## config.mk

```make
export PLATFORM = sky130hd
export DESIGN_NAME = usart_frame_tx_rx_core
export DESIGN_NICKNAME = d
export VERILOG_FILES = /design/src/shared/usart_core_pkg.sv /design/src/shared/fifo_if.sv /design/src/logic/sync_fifo.sv /design/src/logic/usart_frame_tx_rx_core.sv
export VERILOG_INCLUDE_DIRS = /design/src /design/src/shared
export SDC_FILE = /design/constraint.sdc
export NUM_CORES = 1
export LEC_CHECK = 0
export BUFFER_PORTS_ARGS = -buffer_cell sky130_fd_sc_hd__buf_2
export CORE_MARGIN = 3
export CORE_UTILIZATION = 40
export DETAILED_ROUTE_END_ITERATION = 12
export PLACE_DENSITY = 0.59
export SLEW_MARGIN = 20
export SYNTH_ARGS = -nofsm -noshare
export SYNTH_HDL_FRONTEND = slang
export SYNTH_HIERARCHICAL = 1
export SYNTH_SLANG_ARGS = --single-unit
```

## constraint.sdc

```tcl
create_clock -name sys_clk -period 7.6 [get_ports sys_clk]
set_clock_uncertainty 0.2 [all_clocks]
set_input_delay 0.38 -clock sys_clk [delete_from_list [all_inputs] [get_ports sys_clk]]
set_output_delay 0.38 -clock sys_clk [all_outputs]
set_load 0.02 [all_outputs]
```

## src/shared/usart_core_regs.svh

```systemverilog
// Constants for the serial frame core: field positions, reset values and timing counts
`ifndef USART_CORE_REGS_SVH
`define USART_CORE_REGS_SVH

`define USART_BAUD_PERIOD_SETTING_W        12
`define USART_BAUD_PERIOD_SETTING_MAX      4095
`define USART_FRAME_W       13
`define USART_BITIDX_W      4
`define USART_CNT_W         15
`define USART_CHAR_BASE     4'h5
`define USART_CHAR_SEL_MAX  3'h4
`define USART_SPI_BITS      4'h8
`define USART_ASYNC_HALF_SH 3
`define USART_FIFO_DEPTH    16
`define USART_RX_WORD_W     12
`define USART_RXW_OVF       11
`define USART_RXW_FRAME_ERROR_FLAG      10
`define USART_RXW_PARITY_ERROR_FLAG      9
`define USART_TXBUF_RST     9'h000
`define USART_LINE_IDLE     1'b1
`define USART_FRAME_RST     13'h1fff

`endif

```

## src/shared/usart_core_pkg.sv

```systemverilog
// Types shared by the serial frame core and its testbench
package usart_core_pkg;
    typedef enum logic [1:0] {MODE_ASYNC, MODE_SYNC, MODE_SPI} mode_e;
    typedef enum logic [1:0] {PAR_NONE, PAR_EVEN, PAR_ODD} parity_e;
    typedef struct packed {
        logic       overflow;
        logic       frameErr;
        logic       parityErr;
        logic [8:0] data;
    } rx_word_s;
endpackage : usart_core_pkg

```

## src/shared/fifo_if.sv

```systemverilog
// Push and pop handshake between the frame core and its receive FIFO
`timescale 1ns/10ps
interface fifo_if #(parameter int WIDTH = 12);
    logic             pushValid;
    logic             pushReady;
    logic [WIDTH-1:0] pushData;
    logic             popValid;
    logic             popReady;
    logic [WIDTH-1:0] popData;
    logic             flush;
    modport buffer (input pushValid, pushData, popReady, flush,
                    output pushReady, popValid, popData);
    modport user   (output pushValid, pushData, popReady, flush,
                    input pushReady, popValid, popData);
endinterface : fifo_if

```

## src/logic/sync_fifo.sv

```systemverilog
// Synchronous FIFO with valid/ready on both sides and a flush
`timescale 1ns/10ps
module sync_fifo #(
    parameter int WIDTH = 12,
    parameter int DEPTH = 16
) (
    input wire logic sys_clk,   // Core clock
    input wire logic rst,       // Async reset, high
    fifo_if.buffer   port       // Push/pop handshake
);
    localparam int AW = $clog2(DEPTH);

    typedef struct packed {
        logic [DEPTH-1:0][WIDTH-1:0] mem;
        logic [AW-1:0]               wrPtr;
        logic [AW-1:0]               rdPtr;
        logic [AW:0]                 count;
    } state_s;

    state_s s_r;
    state_s s_nxt;
    logic   doPush;
    logic   doPop;

    if (DEPTH < 2 || (1 << AW) != DEPTH) begin : g_chk
        $error("sync_fifo depth must be a power of two of at least 2");
    end

    // Handshake outputs
    assign port.pushReady = (s_r.count != (AW+1)'(DEPTH));
    assign port.popValid  = (s_r.count != '0);
    assign port.popData   = s_r.mem[s_r.rdPtr];
    assign doPush = port.pushValid & port.pushReady;
    assign doPop  = port.popReady & port.popValid;

    // Next state
    always_comb begin
        s_nxt = s_r;
        if (port.flush) begin
            s_nxt.wrPtr = '0;
            s_nxt.rdPtr = '0;
            s_nxt.count = '0;
        end else begin
            if (doPush) begin
                s_nxt.mem[s_r.wrPtr] = port.pushData;
                s_nxt.wrPtr = s_r.wrPtr + 1'b1;
            end
            if (doPop) begin
                s_nxt.rdPtr = s_r.rdPtr + 1'b1;
            end
            s_nxt.count = s_r.count + (AW+1)'(doPush) - (AW+1)'(doPop);
        end
    end

    // State register
    always_ff @(posedge sys_clk or posedge rst) begin
        if (rst) begin
            s_r <= '0;
        end else begin
            s_r <= s_nxt;
        end
    end

    property p_fifo_bound;
        @(posedge sys_clk) disable iff (rst) s_r.count <= (AW+1)'(DEPTH);
    endproperty
    a_fifo_bound : assert property (p_fifo_bound) else $error("FIFO count past depth");

    property p_fifo_flush;
        @(posedge sys_clk) disable iff (rst) port.flush |=> !port.popValid;
    endproperty
    a_fifo_flush : assert property (p_fifo_flush) else $error("FIFO not empty after flush");
endmodule : sync_fifo

```

## src/logic/usart_frame_tx_rx_core.sv

```systemverilog
// Serial frame core: async/sync/SPI master transmitter and buffered receiver
`timescale 1ns/10ps
`include "usart_core_regs.svh"
module usart_frame_tx_rx_core #(
    parameter int FIFO_DEPTH = `USART_FIFO_DEPTH
) (
    input  wire logic                        sys_clk,               // Core clock, 125 MHz
    input  wire logic                        rst,                   // Async reset, high
    input  wire usart_core_pkg::mode_e       mode,                  // Async, sync or SPI master
    input  wire logic [2:0]                  charSizeSel,           // 0..4 for 5..9 bits
    input  wire usart_core_pkg::parity_e     parityMode,            // None, even, odd
    input  wire logic                        twoStopBits,           // Second stop bit
    input  wire logic                        spiLsbFirst,           // SPI bit order
    input  wire logic                        clock_phase_select,    // SPI clock phase
    input  wire logic                        pin_invert_enable,     // Clock pin inversion
    input  wire logic [11:0]                 baud_period_setting,   // Divider period
    input  wire logic                        txEnable,              // Transmitter enable
    input  wire logic                        rxEnable,              // Receiver enable
    input  wire logic [7:0]                  txData,                // Low byte to send
    input  wire logic                        tx_ninth_bit,          // Ninth bit to send
    input  wire logic                        txWrite,               // Buffer write pulse
    input  wire logic                        txCompleteClear,       // Clear pulse
    output logic                             tx_buffer_empty_flag,  // Buffer accepts data
    output logic                             tx_complete_flag,      // Sticky done flag
    output logic                             serial_out_pin_n,      // Serial data out
    output logic                             serialOutOe,           // Pin driven by core
    output logic                             transfer_clock_pin,    // Shift clock out
    output logic                             transferClockOe,       // Clock pin driven
    input  wire logic                        serialInPin,           // Serial data in
    input  wire logic                        rxRead,                // Data read pulse
    output logic [7:0]                       rxData,                // Head frame low byte
    output logic                             rx_ninth_bit,          // Head frame ninth bit
    output logic                             rx_complete_flag,      // Frame buffered
    output logic                             frame_error_flag,      // Head frame error
    output logic                             rx_overflow_flag,      // Head frame overflow
    output logic                             parity_error_flag      // Head frame parity
);
    import usart_core_pkg::*;

    typedef enum logic {TX_IDLE, TX_SHIFT} tx_e;
    typedef enum logic [1:0] {RX_IDLE, RX_START, RX_BITS} rx_e;

    typedef struct packed {
        tx_e                        txState;
        logic [`USART_CNT_W-1:0]    txCnt;
        logic                       txHalf;
        logic [`USART_BITIDX_W-1:0] txIdx;
        logic [`USART_BITIDX_W-1:0] txLen;
        logic [`USART_FRAME_W-1:0]  txFrame;
        logic [8:0]                 txBuf;
        logic                       txBufFull;
        logic                       txDone;
        logic                       txDriving;
        rx_e                        rxState;
        logic [`USART_CNT_W-1:0]    rxCnt;
        logic                       rxHalf;
        logic [`USART_BITIDX_W-1:0] rxIdx;
        logic [`USART_FRAME_W-1:0]  rxBits;
        logic                       rxPrev;
        logic                       ovfPending;
        logic                       pushValid;
        rx_word_s                   pushWord;
    } state_s;

    state_s                     s_r;
    state_s                     s_nxt;
    logic [`USART_CNT_W-1:0]    halfLimit;
    logic                       effPhase;
    logic                       txTick;
    logic                       frameEnd;
    logic [`USART_FRAME_W-1:0]  loadFrame;
    logic [`USART_BITIDX_W-1:0] loadLen;
    logic [`USART_BITIDX_W-1:0] rxLast;
    rx_word_s                   headWord;

    fifo_if #(.WIDTH(`USART_RX_WORD_W)) rxq ();

    if (FIFO_DEPTH < 2) begin : g_chk
        $error("receive FIFO depth below 2");
    end

    sync_fifo #(.WIDTH(`USART_RX_WORD_W), .DEPTH(FIFO_DEPTH)) u_rx_fifo (
        .sys_clk (sys_clk),
        .rst     (rst),
        .port    (rxq.buffer)
    );

    // Frame assembly for the shift register
    function automatic void buildTx(input logic [8:0] d, output logic [12:0] f,
                                    output logic [3:0] len);
        logic [3:0] n;
        logic [8:0] dm;
        n  = 4'(charSizeSel) + `USART_CHAR_BASE;
        dm = '0;
        f  = `USART_FRAME_RST;
        for (int i = 0; i < 9; i++) begin
            if (4'(i) < n) dm[i] = d[i];
        end
        if (mode == MODE_SPI) begin
            for (int i = 0; i < 8; i++) begin
                f[i] = spiLsbFirst ? d[i] : d[7-i];
            end
            len = `USART_SPI_BITS;
        end else begin
            f[0] = 1'b0;
            for (int i = 0; i < 9; i++) begin
                if (4'(i) < n) f[i+1] = dm[i];
            end
            if (parityMode != PAR_NONE) begin
                f[4'(n + 4'd1)] = (parityMode == PAR_EVEN) ? ^dm : ~^dm;
            end
            len = 4'(4'd2 + n + 4'(parityMode != PAR_NONE) + 4'(twoStopBits));
        end
    endfunction : buildTx

    // Frame decode with error flags
    function automatic rx_word_s decodeRx(input logic [12:0] b);
        logic [3:0] n;
        logic       p;
        logic       stop;
        decodeRx = '0;
        n = 4'(charSizeSel) + `USART_CHAR_BASE;
        if (mode == MODE_SPI) begin
            for (int i = 0; i < 8; i++) begin
                decodeRx.data[i] = spiLsbFirst ? b[i] : b[7-i];
            end
        end else begin
            for (int i = 0; i < 9; i++) begin
                if (4'(i) < n) decodeRx.data[i] = b[i+1];
            end
            p    = b[4'(n + 4'd1)];
            stop = (parityMode == PAR_NONE) ? b[4'(n + 4'd1)] : b[4'(n + 4'd2)];
            decodeRx.frameErr = ~stop;
            if (parityMode == PAR_EVEN) decodeRx.parityErr = p ^ (^decodeRx.data);
            if (parityMode == PAR_ODD) decodeRx.parityErr = p ^ (~^decodeRx.data);
        end
    endfunction : decodeRx

    // Half-bit period: sync/SPI n+1 cycles, async 8(n+1)
    assign halfLimit = (mode == MODE_ASYNC) ?
        `USART_CNT_W'((({3'h0, baud_period_setting} + 15'h1) << `USART_ASYNC_HALF_SH) - 15'h1) :
        {3'h0, baud_period_setting};
    assign effPhase = (mode == MODE_SPI) ? clock_phase_select : 1'b1;
    assign txTick   = (s_r.txState == TX_SHIFT) && (s_r.txCnt == halfLimit);
    assign frameEnd = txTick && s_r.txHalf && (s_r.txIdx == 4'(s_r.txLen - 4'd1));
    assign rxLast   = 4'(`USART_CHAR_BASE + 4'(charSizeSel) + 4'(parityMode != PAR_NONE) + 4'd1);
    always_comb buildTx(s_r.txBuf, loadFrame, loadLen);

    // Pins and flags
    assign serial_out_pin_n     = (s_r.txState == TX_SHIFT) ? s_r.txFrame[0] : `USART_LINE_IDLE;
    assign serialOutOe          = s_r.txDriving;
    assign transfer_clock_pin   = pin_invert_enable ^
        ((s_r.txState == TX_SHIFT) && (s_r.txHalf != effPhase));
    assign transferClockOe      = (mode != MODE_ASYNC);
    assign tx_buffer_empty_flag = ~s_r.txBufFull;
    assign tx_complete_flag     = s_r.txDone;
    assign headWord             = rxq.popData;
    assign rxData               = headWord.data[7:0];
    assign rx_ninth_bit         = headWord.data[8];
    assign rx_complete_flag     = rxq.popValid;
    assign frame_error_flag     = headWord.frameErr;
    assign parity_error_flag    = headWord.parityErr;
    assign rx_overflow_flag     = headWord.overflow;
    assign rxq.pushValid        = s_r.pushValid;
    assign rxq.pushData         = s_r.pushWord;
    assign rxq.popReady         = rxRead;
    assign rxq.flush            = ~rxEnable;

    // Transmitter and receiver next state
    always_comb begin
        s_nxt = s_r;
        s_nxt.pushValid = 1'b0;
        s_nxt.rxPrev    = serialInPin;
        if (txWrite && txEnable && !s_r.txBufFull) begin
            s_nxt.txBuf     = {tx_ninth_bit, txData};
            s_nxt.txBufFull = 1'b1;
        end
        if (txCompleteClear) s_nxt.txDone = 1'b0;
        if (s_r.txState == TX_IDLE) begin
            if (s_r.txBufFull) begin
                s_nxt.txState   = TX_SHIFT;
                s_nxt.txFrame   = loadFrame;
                s_nxt.txLen     = loadLen;
                s_nxt.txIdx     = '0;
                s_nxt.txHalf    = 1'b0;
                s_nxt.txCnt     = '0;
                s_nxt.txBufFull = 1'b0;
                s_nxt.txDriving = 1'b1;
            end else if (!txEnable) begin
                s_nxt.txDriving = 1'b0;
            end else begin
                s_nxt.txDriving = 1'b1;
            end
        end else if (txTick) begin
            s_nxt.txCnt  = '0;
            s_nxt.txHalf = ~s_r.txHalf;
            if (!s_r.txHalf && mode != MODE_ASYNC && rxEnable) begin
                s_nxt.rxBits[s_r.txIdx] = serialInPin;
            end
            if (frameEnd) begin
                if (mode != MODE_ASYNC && rxEnable) begin
                    s_nxt.pushValid = 1'b1;
                    s_nxt.pushWord  = decodeRx(s_r.rxBits);
                end
                if (s_r.txBufFull) begin
                    s_nxt.txFrame   = loadFrame;
                    s_nxt.txLen     = loadLen;
                    s_nxt.txIdx     = '0;
                    s_nxt.txBufFull = 1'b0;
                end else begin
                    s_nxt.txState = TX_IDLE;
                    s_nxt.txDone  = 1'b1;
                end
            end else if (s_r.txHalf) begin
                s_nxt.txFrame = {1'b1, s_r.txFrame[12:1]};
                s_nxt.txIdx   = s_r.txIdx + 4'd1;
            end
        end else begin
            s_nxt.txCnt = s_r.txCnt + 15'h1;
        end
        // Async receiver, sampling mid-bit from a half-bit start check
        if (mode == MODE_ASYNC) begin
            case (s_r.rxState)
                RX_IDLE: begin
                    s_nxt.rxCnt = '0;
                    if (s_r.rxPrev && !serialInPin) s_nxt.rxState = RX_START;
                end
                RX_START: begin
                    s_nxt.rxCnt = s_r.rxCnt + 15'h1;
                    if (s_r.rxCnt == halfLimit) begin
                        s_nxt.rxCnt     = '0;
                        s_nxt.rxHalf    = 1'b0;
                        s_nxt.rxIdx     = 4'd1;
                        s_nxt.rxBits[0] = 1'b0;
                        s_nxt.rxState   = serialInPin ? RX_IDLE : RX_BITS;
                    end
                end
                RX_BITS: begin
                    s_nxt.rxCnt = s_r.rxCnt + 15'h1;
                    if (s_r.rxCnt == halfLimit) begin
                        s_nxt.rxCnt  = '0;
                        s_nxt.rxHalf = ~s_r.rxHalf;
                        if (s_r.rxHalf) begin
                            s_nxt.rxBits[s_r.rxIdx] = serialInPin;
                            s_nxt.rxIdx = s_r.rxIdx + 4'd1;
                            if (s_r.rxIdx == rxLast) begin
                                s_nxt.rxState   = RX_IDLE;
                                s_nxt.pushValid = 1'b1;
                                s_nxt.pushWord  = decodeRx(s_nxt.rxBits);
                            end
                        end
                    end
                end
                default: s_nxt.rxState = RX_IDLE;
            endcase
        end else begin
            s_nxt.rxState = RX_IDLE;
        end
        // Overflow: frame dropped, next stored frame carries the mark
        if (s_r.pushValid && !rxq.pushReady) begin
            s_nxt.ovfPending = 1'b1;
        end else if (s_r.pushValid) begin
            s_nxt.ovfPending = 1'b0;
        end
        if (s_nxt.pushValid) s_nxt.pushWord.overflow = s_nxt.ovfPending;
        if (!rxEnable) begin
            s_nxt.rxState    = RX_IDLE;
            s_nxt.pushValid  = 1'b0;
            s_nxt.ovfPending = 1'b0;
        end
    end

    // State register
    always_ff @(posedge sys_clk or posedge rst) begin
        if (rst) begin
            s_r         <= '0;
            s_r.txFrame <= `USART_FRAME_RST;
            s_r.txBuf   <= `USART_TXBUF_RST;
            s_r.rxPrev  <= `USART_LINE_IDLE;
        end else begin
            s_r <= s_nxt;
        end
    end

    property p_idle_high;
        @(posedge sys_clk) disable iff (rst) s_r.txState == TX_IDLE |-> serial_out_pin_n;
    endproperty
    a_idle_high : assert property (p_idle_high) else $error("idle line not high");

    property p_start_low;
        @(posedge sys_clk) disable iff (rst)
            $rose(s_r.txState == TX_SHIFT) && mode != MODE_SPI |-> !serial_out_pin_n;
    endproperty
    a_start_low : assert property (p_start_low) else $error("frame did not open low");

    property p_complete;
        @(posedge sys_clk) disable iff (rst) frameEnd && !s_r.txBufFull |=> tx_complete_flag;
    endproperty
    a_complete : assert property (p_complete) else $error("complete flag missing");

    property p_buf_taken;
        @(posedge sys_clk) disable iff (rst)
            txWrite && txEnable && tx_buffer_empty_flag |=> !tx_buffer_empty_flag;
    endproperty
    a_buf_taken : assert property (p_buf_taken) else $error("write not buffered");

    property p_release;
        @(posedge sys_clk) disable iff (rst)
            !txEnable && s_r.txState == TX_IDLE && !s_r.txBufFull ##1 !txWrite |-> !serialOutOe;
    endproperty
    a_release : assert property (p_release) else $error("pin kept after disable");

    property p_rx_flush;
        @(posedge sys_clk) disable iff (rst) !rxEnable |=> !rx_complete_flag;
    endproperty
    a_rx_flush : assert property (p_rx_flush) else $error("buffer kept after disable");

    property p_clock_idle;
        @(posedge sys_clk) disable iff (rst)
            s_r.txState == TX_IDLE |-> transfer_clock_pin == pin_invert_enable;
    endproperty
    a_clock_idle : assert property (p_clock_idle) else $error("clock idle level wrong");

    property p_spi_len;
        @(posedge sys_clk) disable iff (rst)
            mode == MODE_SPI && $rose(s_r.txState == TX_SHIFT) |-> s_r.txLen == 4'd8;
    endproperty
    a_spi_len : assert property (p_spi_len) else $error("SPI frame not eight bits");

    property p_upper_zero;
        @(posedge sys_clk) disable iff (rst)
            s_r.pushValid && mode != MODE_SPI |->
                (s_r.pushWord.data >> (4'(charSizeSel) + 4'd5)) == 9'h000;
    endproperty
    a_upper_zero : assert property (p_upper_zero) else $error("unused bits not zero");

    c_back_to_back : cover property (@(posedge sys_clk) disable iff (rst)
        frameEnd && s_r.txBufFull);
    c_rx_push : cover property (@(posedge sys_clk) disable iff (rst)
        s_r.pushValid && rxq.pushReady);
    c_overflow : cover property (@(posedge sys_clk) disable iff (rst)
        s_r.pushValid && !rxq.pushReady);
    c_spi_frame : cover property (@(posedge sys_clk) disable iff (rst)
        frameEnd && mode == MODE_SPI);
endmodule : usart_frame_tx_rx_core

```

### Word level (Yosys, flattened, before mapping)

Cells that the tools add are included.

| word-level totals | value |
|---|---|
| output and inout port bits | 19 |
| word-level logic and storage cells | 423 |
| register bits after elaboration | 305 |
| bits of input ports | 40 |

| cells by class | value |
|---|---|
| reductions and logical operators | 42 |
| $add $sub $neg | 18 |
| order comparisons | 19 |
| bitwise logic cells | 12 |
| muxes and demuxes | 266 |
| equal/unequal tests | 25 |

Operators by type and width:

| kind | count |
|---|---|
| 13-bit two-way mux | 17 |
| 1-bit two-way mux | 199 |
| 192-bit bitwise mux | 1 |
| 38-bit two-way mux | 2 |
| 12-bit binary-select mux with 4-bit select | 1 |
| 12-bit demux with 4-bit select | 1 |
| 15-bit case mux with 3 select lines | 1 |
| 22-bit two-way mux | 2 |
| 13-bit bitwise mux | 3 |
| 12-bit two-way mux | 3 |
| 35-bit two-way mux | 1 |
| 15-bit by 1-bit adder with 15-bit output (second input constant) | 2 |
| 15-bit == test | 2 |
| 4-bit by 5-bit < comparator with 1-bit output (second input constant) | 6 |
| 15-bit two-way mux | 2 |
| 9-bit XNOR reduction | 3 |
| 9-bit XOR reduction | 3 |
| 4-bit by 1-bit adder with 4-bit output (second input constant) | 6 |
| 4-bit two-way mux | 6 |
| 8-bit two-way mux | 3 |
| 21-bit two-way mux | 1 |
| 4-bit != test (second input constant) | 5 |
| 2-bit two-way mux | 9 |
| 17-bit two-way mux | 1 |
| other kinds (41) | 102 |

### Longest topological paths before layout

Gate-level depths: netlist of run 1.

| depth | value |
|---|---|
| depth after elaboration | 27 |
| mapped depth | 20 |
| depth with buffers taken out | 17 |

### Modules after synthesis

Netlist of run 1, hierarchy kept.

By module, submodules not included:

| module | cells each | area each (µm²) | seq. area each (µm²) | times used |
|---|---|---|---|---|
| sync_fifo | 619 | 10,121.0 | 5,129.9 | 1 |
| usart_frame_tx_rx_core | 1,103 | 8,759.7 | 2,519.9 | 1 |

### Least setup slack after synthesis of run 1

OpenSTA, ideal clock, no wires.

| timing path | value |
|---|---|
| path type | input to register |
| start | in baud_period_setting[0] |
| end | reg s_r, in the netlist rxq.pushData[9] |
| arrival | 4.395 ns |
| required time | 7.266 ns |
| slack | 2.871 ns |
| library setup time | 0.134 ns |
| buffers on the path | 2 |
| stages on the path | 19 |
| path through | ha_1 buf_2 xor2_1 or3_1 or2_0 buf_2 o21a_1 o21ai_2 xor2_1 nand4_1 or3_4 o2bb2a_4 mux2_4 a211oi_2 a211oi_1 a211oi_2 xnor3_1 mux2i_1 mux2i_1 |

RTL lines:

| item | RTL line | text |
|---|---|---|
| start: declaration | usart_frame_tx_rx_core.sv:16 | `input wire logic [11:0] baud_period_setting,` |
| end signal: assignment | usart_frame_tx_rx_core.sv:281 | `s_r <= s_nxt;` |
| end: declaration | usart_frame_tx_rx_core.sv:65 | `state_s s_r;` |

==> qor.csv, run 1 <==
metric,value,unit
mostFrequentLayoutCell,dfrtp_1,
overflow,0,
slew_headroom,0.259,
grt_pass1_vias,13605,
synth_cell_types,88,
max_stage_delay,0.61,ns
wire_per_inst,19.8,um
yosysWarnings,6,
worst_setup_path_end_kind,flip-flop,
synthCells,1722,
leakagePower,9.19,nW
status,"finished, final reports clean",
core-area,46000,um2
synthFlopType,dfrtp_1,
grt_use_met3,0.0253,
dieArea,49800,um2
synth_edf_count,0,
place_ws,2.05,ns
fp.dieH,223,um
viasPerCell,5.66,
cts_tree,done,
grt.busiest_layer,met2,
syn2layout_area_growth,9.83,%
pin_count,59,
portBuffers,58,
insertion_delay,0.55,ns
first_pass_iters,5,
required,7.81,ns
rsz0062_at_grt,no,
peakVddDrop,0.000201,V
final_cell_mix,"289 x dfrtp_1, 169 x nand2_1, 127 x o21ai_0",
hold_path.class,in -> reg,
stdcell_count,2351,
worstPathMaxFanout,20,
grt.met1_usage,0.261,
critical_path_class,in -> reg,
antenna_cells,0,
root_buffer,clkbuf_16,
tightest_slew,1.11,ns
track_usage,0.187,
crit_chain,"buf_2, ha_1, nand4_2, or3_1, nand4_1, a211oi_2, xnor2_1, a211oi_2, o221ai_2, nor2_2, a22oi_1, mux2i_1, a21oi_1, a211oi_2, xnor3_1, mux2i_1, mux2i_1",
period_needed,5.06,ns
ys_seq_area_frac,0.405,
setup_tns,0,ns
syn_area,18900,um2
power.density,207,nW/um2
start_util,0.411,
async_reset_ff_frac,1.00,
clock_path_buffers,3,
wl,46500,um
nets,1809,
synth_seq_cells,305,
htreeDepth,2,
clk_pin_slew,0.07,ns
cp_slowest_cell,o221ai_2,
cp_data_arrival_time,5.27,ns
report.power.total,4.29,mW
met2_usage,0.305,
fin_crit_sh,0.666,
clock-sinks,305,
finalHoldViolCount,0,
avgSynthCellArea,11.0,um2
crit_path_start_kind,input port,
hold_depth,4,
detail_route.iter0.violations,1003,
drv_cap,0,
grt_pass1_wl,76200,um
drc,0,
setup_viol_count_final,0,
numPlacedInstances,2274,
gp_congestion,0.889,
cts_buffers,37,
vias,13309,
die_x,223,um
ant_nets,0,
grt_max_degree,142,
num_rows,78,
reg2reg_depth,16,
hold_slack,0.0510,ns
worst_slack,2.54,ns
max_freq,198,MHz
antenna_found_initial,0,
drive_gt1_frac,0.216,
slew_violations,0,
synth.net_count,1801,
hpwl,31200,um
## kinds of logic after synthesis
| logic type | synth area share |
|---|---|
| buffers and inverters | 0.0434 |
| adders and majority gates | 0.0266 |
| and+or+nand+nor | 0.132 |
| muxes | 0.237 |
| DFF | 0.405 |
| AOI/OAI and AO/OA | 0.111 |
| xor gates and xnor gates | 0.0446 |
## final timing paths
path / from / endpoint / slack (ns)
max: baud_period_setting[0] / rxq.pushData[9] / 2.54
min: parityMode[1] / rxq.pushData[9] / 0.05
max reg2reg: s_r[88] / rxq.pushData[9] / 2.89
min reg2reg: s_r[74] / s_r[74] / 0.26
max in group asynchronous: rst / u_rx_fifo/s_r[77] / 5.45
min in group asynchronous: rst / u_rx_fifo/s_r[10] / 0.18
## synthesized netlist by cell type, types with 8 or more instances
| master | count | area, um2 |
|---|---|---|
| a21oi_1 | 69 | 345 |
| o21ai_0 | 127 | 636 |
| inv_1 | 46 | 173 |
| ha_1 | 37 | 463 |
| nor2b_1 | 18 | 113 |
| mux2_4 | 112 | 1680 |
| dfrtp_1 | 291 | 7280 |
| mux2_2 | 28 | 315 |
| nand4_1 | 10 | 62.6 |
| mux4_2 | 54 | 1220 |
| xor2_1 | 33 | 289 |
| mux2i_1 | 35 | 350 |
| xnor2_1 | 58 | 508 |
| a31oi_1 | 16 | 100 |
| and3_1 | 28 | 175 |
| nand2b_1 | 16 | 100 |
| or3_1 | 14 | 87.6 |
| nor4_1 | 17 | 106 |
| a22oi_1 | 28 | 210 |
| dfstp_2 | 14 | 368 |
| and2_1 | 11 | 68.8 |
| clkbuf_1 | 78 | 293 |
| a211oi_1 | 22 | 165 |
| mux2_1 | 80 | 901 |
| nor3_1 | 20 | 100 |
| nand3_1 | 46 | 230 |
| nor2_1 | 69 | 259 |
| nand2_1 | 169 | 634 |
| buf_2 | 13 | 65.1 |
| nor2_4 | 16 | 180 |
| buf_8 | 8 | 120 |
## metrics by stage
stage / cell area, um2 / util
after floorplan: 18900 / -
after global placement: 19400 / 0.422
after detailed placement: 19400 / 0.422
after CTS: 20700 / 0.451
after global routing: 20700 / 0.451
final: 20700 / 0.451
## power breakdown
group	switching (mW)	leakage (nW)	internal, mW	total [mW]
sequential	0.0944	4.15	1.68	1.78
combinational	0.455	4.47	0.327	0.782
clock	0.724	0.570	1.00	1.73
total	1.27	9.19	3.01	4.29
## routing by layer
layer | routed length, um | vias up | share of wire
met1 | 21800 | 6710 | 0.47
li1 | - | 6239 | -
met4 | 1140 | 0 | 0.024
met5 | 0 | - | 0
met3 | 1810 | 68 | 0.039
met2 | 21800 | 292 | 0.47
## critical path: cells and delay by family
| family | cells | cell delay [ns] |
|---|---|---|
| xor gates and xnor gates | 2 | 0.80 |
| muxes | 3 | 0.79 |
| buffers and inverters | 1 | 0.30 |
| and+or+nand+nor | 4 | 1.10 |
| AOI/OAI and AO/OA | 6 | 1.55 |
| adders and majority gates | 1 | 0.37 |
## layout make-up
class	instances	area, um2
Clock buffer	47	993
Timing Repair Buffer	86	561
Fill cell	4247	25200
Clock inverter	13	176
Sequential cell	305	7650
Tap cell	600	751
Multi-Input combinational cell	1253	10400
Inverter	47	186
## sequential cells by signal, summed over array words and instances, names as in the netlist
name and count:
rxq.pushValid 1, rxq.pushData 12, s_r 85, tx_complete_flag 1, u_rx_fifo/s_r 205, serialOutOe 1
## repair_timing
item | 4_1_cts | 5_1_grt
hold endpoints to repair | 204 | 0
hold buffers | 16 | 0
buffers inserted | 0 | 0
resized for setup | 0 | 0
(Power assumes the default switching activity.)
==> inputs of run 2 (changes only) <==
--- a/config.mk
+++ b/config.mk
@@ -10,7 +10,7 @@
 export CORE_MARGIN = 3
 export CORE_UTILIZATION = 40
 export DETAILED_ROUTE_END_ITERATION = 12
-export PLACE_DENSITY = 0.59
+export PLACE_DENSITY = 0.61
 export SLEW_MARGIN = 20
 export SYNTH_ARGS = -nofsm -noshare
 export SYNTH_HDL_FRONTEND = slang
==> constraint.sdc (replaced) <==
create_clock -name sys_clk -period 4.3 [get_ports sys_clk]
set_clock_uncertainty 0.2 [all_clocks]
set_input_delay 0.215 -clock sys_clk [delete_from_list [all_inputs] [get_ports sys_clk]]
set_output_delay 0.215 -clock sys_clk [all_outputs]
set_load 0.02 [all_outputs]
==> qor.csv, run 2 (same netlist as run 1, synthesis figures left out) <==
metric,value,unit,change
status,"finished, final reports clean",,
hpwl,33300,um,+6.7%
slew_violations,0,,unchanged
numPlacedInstances,2381,,+4.7%
cp_data_arrival_time,4.39,ns,-0.88 ns
timing.critical_path.buf_inv,2,,+1
nets,1924,,+6.4%
insertion_delay,0.53,ns,-0.02 ns
detail_route.iter0.violations,906,,-9.7%
slew_headroom,0.273,,+0.0134
stdcell_count,2472,,+5.1%
required,4.52,ns,-3.29 ns
setup_tns,0,ns,unchanged
fp.dieH,223,um,unchanged
tightest_slew,1.09,ns,-0.0218 ns
clock_path_buffers,3,,unchanged
crit_chain,"xnor3_1, o31ai_1, a221oi_1, nand3_1, or2_1, nor3_2, nand4_1, buf_4, nor3_1, o211ai_1, buf_4, or4_1, a21oi_1, nor3_1, xnor3_1, mux2i_1, mux2i_1",,
portBuffers,58,,unchanged
largest_register_ffs,205,,unchanged
vias,13738,,+3.2%
root_buffer,clkbuf_16,,
report.power.total,7.68,mW,+79%
core-area,46000,um2,unchanged
power.density,352,nW/um2,+70%
htreeDepth,2,,unchanged
first_pass_iters,7,,+2
peakVddDrop,0.000331,V,+65%
wire_per_inst,19.6,um,-1.1%
crit_path_start_kind,flip-flop,,
max_stage_delay,0.47,ns,-0.14 ns
mostFrequentLayoutCell,dfrtp_1,,
drc,0,,unchanged
grt_max_degree,116,,-18%
leakagePower,9.79,nW,+6.6%
syn2layout_area_growth,15.7,%,
place_ws,-0.558,ns,-2.61 ns
pin_count,59,,unchanged
rsz0062_at_grt,yes,,
fillers,4145,,-2.4%
viasPerCell,5.56,,-1.8%
period_needed,4.18,ns,
grt_pass1_vias,13935,,+2.4%
cts_tree,done,,
start_util,0.411,,unchanged
hold_path.class,in -> async,,
worst_slack,0.122,ns,-2.42 ns
num_rows,78,,unchanged
wl,48400,um,+4.0%
worst_setup_path_end_kind,flip-flop,,
antenna_cells,0,,unchanged
critPathTopFamily,simple AND/OR/NAND/NOR gates,,
worstPathMaxFanout,7,,-65%
antenna_found_initial,0,,unchanged
fin_crit_sh,0.972,,
final_area,21900,um2,+5.4%
grt_pass1_wl,77900,um,+2.2%
critical_path_class,reg -> reg,,
setup_viol_count_final,0,,unchanged
max_freq,239,MHz,
clock-sinks,305,,unchanged
finalHoldViolCount,0,,unchanged
dpl_cell_area,20200,um2,+4.4%
overflow,0,,unchanged
track_usage,0.191,,+0.00435
gp_congestion,0.911,,+2.4%
cp_slowest_cell,or4_1,,
ant_nets,0,,unchanged
dieArea,49800,um2,unchanged
drv_cap,0,,unchanged
clk_pin_slew,0.06,ns,about the same
final_cell_mix,"289 x dfrtp_1, 169 x nand2_1, 125 x o21ai_0",,
die_x,223,um,unchanged
cts_buffers,36,,-2.7%
regMostFlops,u_rx_fifo/s_r,,
drive_gt1_frac,0.279,,+0.0629
[run 2: worst paths after layout]
| kind | start | endpoint | slack, ns | cells past startpoint |
|---|---|---|---|---|
| min | rst | s_r[34] | 0.05 | 3 |
| max in group asynchronous | rst | u_rx_fifo/s_r[93] | 2.58 | 5 |
| min reg2reg | s_r[74] | s_r[74] | 0.27 | 2 |
| min in group sys_clk | txWrite | s_r[52] | 0.15 | 3 |
| max reg2reg | s_r[88] | rxq.pushData[9] | 0.12 | 17 |
| max | s_r[88] | rxq.pushData[9] | 0.12 | 17 |
[run 2: per-stage QoR]
step	hold WS [ns]	util
floorplan	0.0195	-
global placement	0.0298	0.440
detailed placement	0.0340	0.440
CTS	0.0356	0.471
global route	0.0616	0.475
finish	0.0464	0.475
[run 2: metal layers]
layer,share of wire,routed length (um),track usage,vias up
li1,-,-,-,6486
met1,0.47,22600,0.271,6887
met2,0.47,22900,0.316,301
met3,0.042,2050,0.0253,64
met4,0.017,840,0.0392,0
met5,0,0,0,-
[run 2: worst reg2reg max path: stages, from the launching register on]
cell	delay [ns]
dfrtp_1	0.43
xnor3_1	0.24
o31ai_1	0.09
a221oi_1	0.27
nand3_1	0.17
or2_1	0.28
nor3_2	0.11
nand4_1	0.20
buf_4	0.23
nor3_1	0.17
o211ai_1	0.12
buf_4	0.18
or4_1	0.48
a21oi_1	0.16
nor3_1	0.07
xnor3_1	0.38
mux2i_1	0.19
mux2i_1	0.09
[run 2: layout make-up]
cell class,count,area (um2),area share
repair buffers,201,1440,0.0659
multi-input cells,1254,10700,0.488
clock buffers,52,1010,0.0463
inverters,47,183,0.00836
well taps,600,751,0.0344
clock inverters,13,155,0.00710
flip-flops and latches,305,7650,0.350
[run 2: power breakdown]
part           internal [mW]  total (mW)  switching (mW)
combinational          0.658        1.43           0.771
clock                   1.78        3.02            1.24
sequential              2.98        3.24           0.261
[run 2: what timing repair did]
item	4_1_cts	5_1_grt
hold buffers	19	0
endpoints found under the hold margin	219	0
endpoints found under the setup margin	1	2
pin swaps	11	14
cloned	0	1
buffers inserted	2	5
resized for setup	12	26
==> inputs of run 3 (changes only) <==
--- a/config.mk
+++ b/config.mk
@@ -8,11 +8,13 @@
 export LEC_CHECK = 0
 export BUFFER_PORTS_ARGS = -buffer_cell sky130_fd_sc_hd__buf_2
 export CORE_MARGIN = 3
-export CORE_UTILIZATION = 40
+export CORE_UTILIZATION = 55
+export CTS_BUF_LIST = sky130_fd_sc_hd__clkbuf_16
 export DETAILED_ROUTE_END_ITERATION = 12
-export PLACE_DENSITY = 0.61
+export PLACE_DENSITY = 0.79
 export SLEW_MARGIN = 20
 export SYNTH_ARGS = -nofsm -noshare
 export SYNTH_HDL_FRONTEND = slang
 export SYNTH_HIERARCHICAL = 1
 export SYNTH_SLANG_ARGS = --single-unit
+export TNS_END_PERCENT = 100
==> qor.csv, run 3 (same netlist as run 1, synthesis figures left out) <==
metric,value,unit,change
mostFrequentLayoutCell,dfrtp_1,,
grt_pass1_wl,78500,um,+0.83%
cts_tree,done,,
wl_met3,2540,um,+24%
worst_setup_path_end_kind,flip-flop,,
power.share.clock,0.375,,-0.018
hold_slack,0.102,ns,+0.0561 ns
cp-startpoint,s_r[91],,
ant_nets,0,,unchanged
wire_per_inst,20.8,um,+6.4%
core-area,33700,um2,-27%
peakVddDrop,0.000321,V,-3.1%
start_util,0.560,,+0.150
syn2layout_area_growth,14.2,%,
status,"finished, final reports clean",,
grt_pass1_vias,14632,,+5.0%
nets,1929,,+0.26%
numPlacedInstances,2234,,-6.2%
period_needed,4.26,ns,+0.0823 ns
pin_count,59,,unchanged
wl_met1,20600,um,-8.8%
max_freq,235,MHz,-1.9%
antenna_found_initial,0,,unchanged
num_rows,67,,-14%
power_switching,2.26,mW,-0.61%
hpwl,32500,um,-2.4%
slew_violations,0,,unchanged
cp_slowest_cell,dfrtp_1,,
place_ws,-0.430,ns,+0.128 ns
critPathTopFamily,simple AND/OR/NAND/NOR gates,,
timing.critical_path.buf_inv,1,,-1
antenna_cells,0,,unchanged
worst_slack,0.0397,ns,-0.0823 ns
finalHoldViolCount,0,,unchanged
track_usage,0.267,,+0.0758
root_buffer,clkbuf_16,,
power.density,349,nW/um2,-0.75%
dpl_cell_area,20100,um2,-0.75%
crit_chain,"xor2_2, o211a_1, nor4_2, nand3_1, or2_1, nor3_2, nand4_1, or3_4, o2bb2a_4, buf_6, mux2i_4, mux2i_1, xnor2_1, xor2_1, xnor3_1, mux2i_1, mux2i_1",,
hold_path.class,in -> reg,,
wl_met2,23800,um,+3.7%
p_sw_frac,0.300,,+0.00441
grt_max_degree,182,,+57%
largest_register_ffs,205,,unchanged
dieArea,36600,um2,-27%
p_comb_frac,0.205,,+0.019
final_area,21600,um2,-1.3%
fp.dieH,191,um,-14%
first_pass_iters,5,,-2
p_int,5.26,mW,-2.7%
pwr-share-seq,0.420,,about the same
drive_gt1_frac,0.278,,-0.00166
crit_path_start_kind,flip-flop,,
critical_path_class,reg -> reg,,
cp_data_arrival_time,4.49,ns,+0.10 ns
regMostFlops,u_rx_fifo/s_r,,
worstPathMaxFanout,4,,-3
drc,0,,unchanged
leakagePower,9.77,nW,-0.22%
gp_congestion,0.949,,+4.2%
insertion_delay,0.55,ns,+0.02 ns
clock-sinks,305,,unchanged
slew_headroom,0.262,,-0.0108
required,4.53,ns,about the same
portBuffers,58,,unchanged
fin_crit_sh,0.991,,+0.0191
setup_viol_count_final,0,,unchanged
htreeDepth,2,,unchanged
viasPerCell,6.18,,+11%
overflow,0,,unchanged
clk_pin_slew,0.07,ns,about the same
tightest_slew,1.10,ns,+0.0179 ns
max_stage_delay,0.41,ns,-0.06 ns
cts_buffers,34,,-5.6%
highest_layer,met4,,
clock_path_buffers,3,,unchanged
path_common_cell,mux2i_1,,
fillers,2545,,-39%
rr_startpoint,s_r[91],,
drv_cap,0,,unchanged
vias,14372,,+4.6%
stdcell_count,2324,,-6.0%
wl,48400,um,about the same
die_x,191,um,-14%
rsz0062_at_grt,yes,,
final_cell_mix,"288 x dfrtp_1, 169 x nand2_1, 127 x buf_4",,
postLayoutCoreUtil,0.640,,+0.164
detail_route.iter0.violations,1062,,+17%
hp-start,txWrite,,
-- run 3: area by class of cell --
| type | instances | area (um2) | share of cell area |
|---|---|---|---|
| multi-input combinational | 1253 | 10600 | 0.491 |
| sequential | 305 | 7660 | 0.355 |
| timing repair buffer | 209 | 1500 | 0.0697 |
| clock buffer | 34 | 851 | 0.0395 |
| tap | 448 | 561 | 0.0260 |
| clock inverter | 28 | 221 | 0.0103 |
| inverter | 47 | 183 | 0.00847 |
-- run 3: repair_timing --
action	4_1_cts	5_1_grt
resized for setup	8	22
pin swaps	13	13
hold buffers	19	0
endpoints found under the setup margin	1	2
setup buffers	3	5
endpoints found under the hold margin	117	0
-- run 3: per-layer routing --
layer	vias up	global-route usage
li1	6496	-
met1	7239	0.357
met2	518	0.454
met3	119	0.0347
met4	0	0.0858
met5	-	0
-- run 3: through the flow --
step | setup TNS [ns] | total power [mW]
6_report | 0 | 7.52
5_1_grt | -0.243 | 7.85
4_1_cts | 0 | 7.54
3_5_place_dp | -0.775 | 4.70
3_3_place_gp | -0.477 | 4.66
2_1_floorplan | -0.0252 | 4.23
-- run 3: power groups by stage --
| stage | clock, mW | combinational (mW) | sequential (mW) |
|---|---|---|---|
| detailed placement | 0 | 1.50 | 3.20 |
| global placement | 0 | 1.46 | 3.20 |
| floorplan | 0 | 1.12 | 3.12 |
| finish | 2.82 | 1.54 | 3.16 |
| CTS | 2.87 | 1.53 | 3.15 |
| global route | 2.98 | 1.69 | 3.17 |
-- run 3: worst paths after layout --
kind | slack, ns | end | cells past startpoint
max in group asynchronous | 2.41 | u_rx_fifo/s_r[150] | 4
hold / removal | 0.10 | s_r[52] | 3
min in group asynchronous | 0.11 | u_rx_fifo/s_r[3] | 3
hold reg to reg | 0.28 | s_r[74] | 2
setup / recovery | 0.04 | rxq.pushData[9] | 17
setup reg to reg | 0.04 | rxq.pushData[9] | 17
-- run 3: worst register-to-register path: stages, from the launching register on --
cell and delay [ns]:
dfrtp_1 0.41, xor2_2 0.21, o211a_1 0.15, nor4_2 0.22, nand3_1 0.19, or2_1 0.30, nor3_2 0.13, nand4_1 0.20
or3_4 0.40, o2bb2a_4 0.22, buf_6 0.12, mux2i_4 0.18, mux2i_1 0.25, xnor2_1 0.17, xor2_1 0.23, xnor3_1 0.36
mux2i_1 0.16, mux2i_1 0.08
